<file path="src/design/stpw_defines.vh">
// Constants for the sample timing and pattern window configuration block.
// Assumes inclusion by bare name from each design file.
`ifndef STPW_DEFINES_VH
`define STPW_DEFINES_VH

// ==========================================================================
// Register indices; byte address is four times the index
`define STPW_IDX_RISE 6'h22
`define STPW_IDX_FALL 6'h23
`define STPW_IDX_BAND 6'h25
`define STPW_IDX_LOOP 6'h28
`define STPW_IDX_OFS_HI 6'h30
`define STPW_IDX_OFS_LO 6'h31
`define STPW_IDX_LEN_HI 6'h32
`define STPW_IDX_LEN_LO 6'h33

// ==========================================================================
// Field positions
`define STPW_IDX_MSB 5
`define STPW_IDX_LSB 0
`define STPW_CLKB_MSB 6
`define STPW_CLKB_LSB 4
`define STPW_DLLB_MSB 1
`define STPW_DLLB_LSB 0
`define STPW_LOOP_RST_BIT 0

// ==========================================================================
// Reset values
`define STPW_RISE_RST 6'h28
`define STPW_FALL_RST 6'h3C
`define STPW_CLKB_RST 3'h0
`define STPW_DLLB_RST 2'h2
`define STPW_BYTE_RST 8'h00

// ==========================================================================
// Band codes that software must not write
`define STPW_CLKB_BAD0 3'h6
`define STPW_CLKB_BAD1 3'h7
`define STPW_DLLB_BAD 2'h3

// ==========================================================================
// Grid and bus answers
`define STPW_PHASE_LAST 6'h3F
`define STPW_RESP_OK 2'h0
`define STPW_RESP_ERR 2'h2
`define STPW_COUNT_MAX 16'hFFFF

`endif

</file>
<file path="src/design/stpw_strobe_gen.v">
// Capture strobe on a 64-step grid per pixel period.
// Assumes one clk cycle per grid step; restart pulse from same domain.
`include "stpw_defines.vh"

module stpw_strobe_gen (
  // Clock and reset
  input wire clk_in,
  input wire reset_in,
  // Control
  input wire restart_in,
  input wire [5:0] rise_idx_in,
  input wire [5:0] fall_idx_in,
  // Outputs
  output reg strobe_out,
  output reg pixel_tick_out,
  output wire [5:0] phase_out
);

  reg [5:0] phase_q;
  reg [5:0] phase_d;
  reg in_win;

  assign phase_out = phase_q;

  always @* begin
    if (restart_in || phase_q == `STPW_PHASE_LAST) begin
      phase_d = 6'h00;
    end else begin
      phase_d = phase_q + 6'h01;
    end
    // Wrapping window when the fall index precedes the rise index
    if (rise_idx_in <= fall_idx_in) begin
      in_win = (phase_d >= rise_idx_in) && (phase_d < fall_idx_in);
    end else begin
      in_win = (phase_d >= rise_idx_in) || (phase_d < fall_idx_in);
    end
  end

  always @(posedge clk_in or posedge reset_in) begin
    if (reset_in) begin
      phase_q <= 6'h00;
      strobe_out <= 1'b0;
      pixel_tick_out <= 1'b0;
    end else begin
      phase_q <= phase_d;
      strobe_out <= in_win;
      pixel_tick_out <= (phase_d == `STPW_PHASE_LAST);
    end
  end

endmodule // stpw_strobe_gen

</file>
<file path="src/design/stpw_region_gen.v">
// Valid pixel region counted from the line start edge.
// Assumes edge and tick pulses from the same clock domain.
`include "stpw_defines.vh"

module stpw_region_gen (
  // Clock and reset
  input wire clk_in,
  input wire reset_in,
  // Timing
  input wire line_edge_in,
  input wire pixel_tick_in,
  // Configuration
  input wire [15:0] offset_in,
  input wire [15:0] length_in,
  // Outputs
  output reg region_valid_out,
  output reg [15:0] pixel_count_out
);

  wire [16:0] region_end;
  wire [16:0] count_ext;

  assign region_end = {1'b0, offset_in} + {1'b0, length_in};
  assign count_ext = {1'b0, pixel_count_out};

  always @(posedge clk_in or posedge reset_in) begin
    if (reset_in) begin
      pixel_count_out <= 16'h0000;
      region_valid_out <= 1'b0;
    end else begin
      if (line_edge_in) begin
        pixel_count_out <= 16'h0000;
      end else if (pixel_tick_in && pixel_count_out != `STPW_COUNT_MAX) begin
        // Saturates so a missing line start cannot wrap into a new region
        pixel_count_out <= pixel_count_out + 16'h0001;
      end
      region_valid_out <= !line_edge_in && (pixel_count_out >= offset_in) &&
                          (count_ext < region_end);
    end
  end

endmodule // stpw_region_gen

</file>
<file path="src/design/stpw_cfg_top.v">
// Sample timing and pattern window configuration registers.
// Assumes an Avalon-MM master on clk_in; the line start pin is asynchronous.
//
// Contract
// - Strobe rises at the 6-bit start index of the rise register.
// - Strobe falls at the 6-bit end index of the fall register.
// - Clock band field bits 6:4 selects band; codes 110 and 111 forbidden.
// - Loop band field bits 1:0 selects band; code 11 forbidden.
// - Writing one to loop config bit 0 resets loop, bit self-clears.
// - Region starts a 16-bit pixel count after the line start edge.
// - Region lasts a 16-bit pixel width held in two byte registers.
`include "stpw_defines.vh"

module stpw_cfg_top (
  // Clock and reset
  input wire clk_in,
  input wire reset_in,
  // Avalon-MM slave
  input wire [7:0] address_in,
  input wire read_in,
  input wire write_in,
  input wire [31:0] writedata_in,
  input wire [3:0] byteenable_in,
  output wire [31:0] readdata_out,
  output wire waitrequest_out,
  output wire [1:0] response_out,
  // Line timing pin
  input wire line_start_pulse_in,
  // Front end controls
  output wire [2:0] input_pixel_clock_band_out,
  output wire [1:0] loop_band_out,
  output wire loop_reset_out,
  output wire strobe_out,
  output wire pixel_tick_out,
  output wire region_valid_out
);

  // ==========================================================================
  // Declarations
  reg ack_q;
  reg [31:0] rdata_q;
  reg [1:0] resp_q;
  reg [5:0] rise_q;
  reg [5:0] fall_q;
  reg [2:0] clkb_q;
  reg [1:0] dllb_q;
  reg loop_rst_q;
  reg [7:0] ofs_hi_q;
  reg [7:0] ofs_lo_q;
  reg [7:0] len_hi_q;
  reg [7:0] len_lo_q;
  reg [7:0] rbyte;
  reg hit;
  reg ls_meta_q;
  reg ls_sync_q;
  reg ls_prev_q;
  wire [5:0] idx;
  wire wr_take;
  wire wr_lane;
  wire [7:0] wbyte;
  wire [2:0] wclkb;
  wire [1:0] wdllb;
  wire line_edge;
  wire [5:0] phase_unused;
  wire [15:0] count_unused;

  assign idx = address_in[7:2];
  assign wbyte = writedata_in[7:0];
  assign wr_lane = byteenable_in[0];
  assign wclkb = wbyte[`STPW_CLKB_MSB:`STPW_CLKB_LSB];
  assign wdllb = wbyte[`STPW_DLLB_MSB:`STPW_DLLB_LSB];

  // ==========================================================================
  // Bus handshake: one wait cycle on every access
  assign waitrequest_out = (read_in || write_in) && !ack_q;
  assign wr_take = write_in && ack_q;
  assign readdata_out = rdata_q;
  assign response_out = resp_q;

  always @* begin
    hit = 1'b1;
    rbyte = `STPW_BYTE_RST;
    case (idx)
      `STPW_IDX_RISE: begin
        rbyte = {2'b00, rise_q};
      end
      `STPW_IDX_FALL: begin
        rbyte = {2'b00, fall_q};
      end
      `STPW_IDX_BAND: begin
        rbyte = {1'b0, clkb_q, 2'b00, dllb_q};
      end
      `STPW_IDX_LOOP: begin
        rbyte = {7'h00, loop_rst_q};
      end
      `STPW_IDX_OFS_HI: begin
        rbyte = ofs_hi_q;
      end
      `STPW_IDX_OFS_LO: begin
        rbyte = ofs_lo_q;
      end
      `STPW_IDX_LEN_HI: begin
        rbyte = len_hi_q;
      end
      `STPW_IDX_LEN_LO: begin
        rbyte = len_lo_q;
      end
      default: begin
        hit = 1'b0;
      end
    endcase
  end

  // Read data captured in the wait cycle, so it stands when waitrequest drops
  always @(posedge clk_in or posedge reset_in) begin
    if (reset_in) begin
      ack_q <= 1'b0;
      rdata_q <= 32'h00000000;
      resp_q <= `STPW_RESP_OK;
    end else begin
      ack_q <= (read_in || write_in) && !ack_q;
      if ((read_in || write_in) && !ack_q) begin
        rdata_q <= read_in ? {24'h000000, rbyte} : 32'h00000000;
        resp_q <= hit ? `STPW_RESP_OK : `STPW_RESP_ERR;
      end
    end
  end

  // ==========================================================================
  // Configuration registers
  always @(posedge clk_in or posedge reset_in) begin
    if (reset_in) begin
      rise_q <= `STPW_RISE_RST;
      fall_q <= `STPW_FALL_RST;
      clkb_q <= `STPW_CLKB_RST;
      dllb_q <= `STPW_DLLB_RST;
      ofs_hi_q <= `STPW_BYTE_RST;
      ofs_lo_q <= `STPW_BYTE_RST;
      len_hi_q <= `STPW_BYTE_RST;
      len_lo_q <= `STPW_BYTE_RST;
    end else if (wr_take && wr_lane) begin
      case (idx)
        `STPW_IDX_RISE: begin
          rise_q <= wbyte[`STPW_IDX_MSB:`STPW_IDX_LSB];
        end
        `STPW_IDX_FALL: begin
          fall_q <= wbyte[`STPW_IDX_MSB:`STPW_IDX_LSB];
        end
        `STPW_IDX_BAND: begin
          if (wclkb != `STPW_CLKB_BAD0 && wclkb != `STPW_CLKB_BAD1) begin
            clkb_q <= wclkb;
          end
          if (wdllb != `STPW_DLLB_BAD) begin
            dllb_q <= wdllb;
          end
        end
        `STPW_IDX_OFS_HI: begin
          ofs_hi_q <= wbyte;
        end
        `STPW_IDX_OFS_LO: begin
          ofs_lo_q <= wbyte;
        end
        `STPW_IDX_LEN_HI: begin
          len_hi_q <= wbyte;
        end
        `STPW_IDX_LEN_LO: begin
          len_lo_q <= wbyte;
        end
        default: begin
        end
      endcase
    end
  end

  always @(posedge clk_in or posedge reset_in) begin
    if (reset_in) begin
      loop_rst_q <= 1'b0;
    end else begin
      loop_rst_q <= wr_take && wr_lane && (idx == `STPW_IDX_LOOP) &&
                    wbyte[`STPW_LOOP_RST_BIT];
    end
  end

  assign input_pixel_clock_band_out = clkb_q;
  assign loop_band_out = dllb_q;
  assign loop_reset_out = loop_rst_q;

  // ==========================================================================
  // Line start pin: two-stage synchroniser, then edge detect
  always @(posedge clk_in or posedge reset_in) begin
    if (reset_in) begin
      ls_meta_q <= 1'b0;
      ls_sync_q <= 1'b0;
      ls_prev_q <= 1'b0;
    end else begin
      ls_meta_q <= line_start_pulse_in;
      ls_sync_q <= ls_meta_q;
      ls_prev_q <= ls_sync_q;
    end
  end

  assign line_edge = ls_sync_q && !ls_prev_q;

  // ==========================================================================
  // Timing generators
  // Loop reset also realigns the strobe grid
  stpw_strobe_gen u_strobe (
    .clk_in(clk_in),
    .reset_in(reset_in),
    .restart_in(loop_rst_q),
    .rise_idx_in(rise_q),
    .fall_idx_in(fall_q),
    .strobe_out(strobe_out),
    .pixel_tick_out(pixel_tick_out),
    .phase_out(phase_unused)
  );

  stpw_region_gen u_region (
    .clk_in(clk_in),
    .reset_in(reset_in),
    .line_edge_in(line_edge),
    .pixel_tick_in(pixel_tick_out),
    .offset_in({ofs_hi_q, ofs_lo_q}),
    .length_in({len_hi_q, len_lo_q}),
    .region_valid_out(region_valid_out),
    .pixel_count_out(count_unused)
  );

endmodule // stpw_cfg_top

</file>
<file path="config.mk">
export PLATFORM = sky130hd
export DESIGN_NAME = stpw_cfg_top
export DESIGN_NICKNAME = d
export VERILOG_FILES = /design/src/design/stpw_strobe_gen.v /design/src/design/stpw_region_gen.v /design/src/design/stpw_cfg_top.v
export VERILOG_INCLUDE_DIRS = /design/src /design/src/design
export SDC_FILE = /design/constraint.sdc
export NUM_CORES = 1
export LEC_CHECK = 0
export ABC_CLOCK_PERIOD_IN_PS = 7300
export BUFFER_PORTS_ARGS = -buffer_cell sky130_fd_sc_hd__buf_2
export CAP_MARGIN = 20
export CELL_PAD_IN_SITES_DETAIL_PLACEMENT = 0
export CELL_PAD_IN_SITES_GLOBAL_PLACEMENT = 2
export CORE_ASPECT_RATIO = 0.75
export CORE_MARGIN = 2
export CORE_UTILIZATION = 40
export CTS_CLUSTER_SIZE = 14
export DETAILED_ROUTE_END_ITERATION = 8
export GPL_TIMING_DRIVEN = 0
export HOLD_SLACK_MARGIN = 0.12
export PLACE_DENSITY = 0.92
export SYNTH_ARGS = -nofsm -noshare
export SYNTH_HDL_FRONTEND = slang
export SYNTH_HIERARCHICAL = 1
export SYNTH_SLANG_ARGS = --single-unit
</file>
<file path="constraint.sdc">
create_clock -name clk_in -period 7.3 [get_ports clk_in]
set_input_delay 0 -clock clk_in [delete_from_list [all_inputs] [get_ports clk_in]]
set_output_delay 0 -clock clk_in [all_outputs]
set_load 0.02 [all_outputs]
</file>
==> out/results.ini <==
[floorplan]
die_y_microns=110.9
rows=39
die-area_sq_mm=0.01624
die_w_microns=146.5
ios=93
initial_core_util_pct=40.40
core-area_sq_mm=0.01508

[routing]
routed_wl_microns=15360
drc=0
initialDrtViolationCount=439
viasPerCell=5.478
drtPass1Iterations=5
routedWlPerCell_microns=17.39
vias=4837
drtAntennaViolNets=0

[placement]
post-place-ws_ns=3.307
dp_hpwl_microns=12080
place.gp.congestion=0.8869
io_buffers=34
post_dp_cell_area_sq_mm=0.006629
dpl.cell_count=854

[cells_and_area]
stdcell_area_sq_mm=0.007083
post-route-util_pct=46.98
diodes=0
drive_above_1_share_pct=24.34
stdcell_count=883
syn_to_final_growth_pct=16.27
nNetsFinal=787

[global_routing]
grt_max_degree=43
grt_pass1_wl_microns=24930
antenna_found_initial=0
grt_usage_pct=19.52
grt_overflow_total=0
grt_pass1_vias=4631

[timing]
max_slew_margin_pct=45.16
setup_viol=0
postLayoutSetupSlackWorst_ns=3.166
fin_crit_sh_pct=56.63
fin_skew_ns=0.009880
rsz0062_at_grt=no
whs_ns=0.1651
period_minus_slack_ns=4.134
worst_slew_pin_slew_ns=0.8019
drv_slew=0
max_freq_mhz=241.9
fin_tns_setup_ns=0
hold_viol=0

[worst_setup_path]
end_kind=register
critPathArrivalTime_ns=4.36
crit_fanout=4
crit_type=register to register
worstSetupStartpointType=register
critPathRequiredTime_ns=7.52

[cts]
postCtsSetupRepairBufs=0
cts.sinks=88
cts.clk_slew.worst_paths_ns=0.07
root_buffer=clkbuf_16
cts_buffers=9
cts_tree=built
cts.path.max_buffers=2
cts.htree.levels=3
clock_latency_ns=0.35

[synth]
ys_ff_latch=88
synthFlopType=dfrtp_1
yosys.area.top_type=dfrtp_1
synth_cell_types=75
async_flop_share_pct=100.0
synthCells=590
synth_edf_count=0
postSynthAreaPerCell_sq_um=10.33
seq_area_frac_synth_pct=36.29
synth_warnings=6
ys_top_cells_by_area=dfrtp_1, ha_1, mux2_2
syn_area_sq_mm=0.006092
synth_top_area_share_pct=33.27

[run]
drv_cap=0

[power_and_ir_drop]
cellPowerDensity_mw_per_mm2=205.2
leakage_nw=3.400
peakVddDrop_mv=0.1166
p_total_mw=1.453

[min_path]
hold_class=input port to register

[run_status]
outcome=finished, final reports clean

[path summary, 6_finish.rpt]
kind                            startpoint                       endpoint  slack (ns)  depth (start not counted)
max                            ofs_lo_q[0]      u_region/region_valid_out        3.17                         11
min                        writedata_in[5]  input_pixel_clock_band_out[1]        0.17                          2
max reg2reg                    ofs_lo_q[0]      u_region/region_valid_out        3.17                         11
min reg2reg                      ls_meta_q                      ls_sync_q        0.35                          0
max in group asynchronous         reset_in               loop_band_out[1]        6.39                          4
min in group asynchronous         reset_in          u_strobe/phase_out[5]        0.19                          3
[placed cells by master, fill, tap and decap left out, types with 17 or more instances in the layout]
| cell type | Yosys | final |
|---|---|---|
| a21oi_1 | 30 | 30 |
| buf_2 | 7 | 41 |
| buf_4 | 27 | 27 |
| conb_1 | 1 | 25 |
| dfrtp_1 | 81 | 81 |
| ha_1 | 64 | 64 |
| inv_1 | 44 | 43 |
| mux2_2 | 46 | 46 |
| nand2_1 | 21 | 21 |
| nand3_1 | 19 | 19 |
| nor2_1 | 39 | 39 |
| o21ai_0 | 18 | 18 |
| xor2_1 | 17 | 17 |
[layout make-up]
cell class	count	area, sq um
inverters	44	165.2
fillers	1424	7995
clock inverters	4	77.57
clock buffers	12	246.5
well taps	205	256.5
flip-flops and latches	88	2211
plain buffers	42	290.3
multi-input cells	440	3516
repair buffers	48	320.3
[power breakdown]
part | switching (mW) | internal, mW | total, mW
registers | 0.0385 | 0.526 | 0.565
clock network | 0.201 | 0.312 | 0.512
logic | 0.212 | 0.165 | 0.376
total | 0.451 | 1.00 | 1.45
[synth_stat cells, types with 11 or more instances]
| master | number |
|---|---|
| o21ai_0 | 18 |
| nor2_1 | 39 |
| ha_1 | 64 |
| xor2_1 | 17 |
| buf_4 | 27 |
| a21oi_1 | 30 |
| xnor2_1 | 11 |
| nand2_1 | 21 |
| mux2_2 | 46 |
| inv_1 | 44 |
| dfrtp_1 | 81 |
| nand3_1 | 19 |
[repair_timing]
item,in CTS,in global routing
gates resized for setup,0,0
endpoints found under the hold margin,86,0
endpoints found under the setup margin,0,0
hold buffers,13,0
[registers in the layout, indices dropped and copies added (netlist names), 8 cells and up]
| signal | flops |
|---|---|
| u_region/pixel_count_out | 16 |
| len_hi_q | 8 |
| len_lo_q | 8 |
| ofs_hi_q | 8 |
| ofs_lo_q | 8 |
| readdata_out | 8 |
[cells by family after synthesis]
group | Yosys count | synth area share [%]
xor gates and xnor gates | 28 | 4.025
AOI/OAI and AO/OA | 114 | 13.02
adders and majority gates | 66 | 13.66
DFF | 88 | 36.29
other | 1 | 0.06156
muxes | 61 | 12.28
and+or+nand+nor | 146 | 13.19
buffers and inverters | 86 | 7.476
[worst max-delay path, stage by stage, from the launching register on]
cell and delay (ns):
dfrtp_1 0.42, ha_1 0.24, fa_1 0.43, a211oi_1 0.36, o21ai_0 0.26, a211oi_1 0.33
xor2_1 0.18, ha_1 0.26, a2111oi_0 0.72, o211a_1 0.31, o21ai_0 0.13, a311oi_1 0.35
[routing by layer]
| metal | wire [microns] | global-route usage, % | vias up |
|---|---|---|---|
| met3 | 1005 | 3.704 | 19 |
| li1 | - | - | 2272 |
| met4 | 262 | 5.372 | 0 |
| met2 | 6219 | 26.51 | 175 |
| met1 | 7871 | 31.21 | 2371 |
| met5 | 0 | 0 | - |
Power figures use the tool's default switching activity.
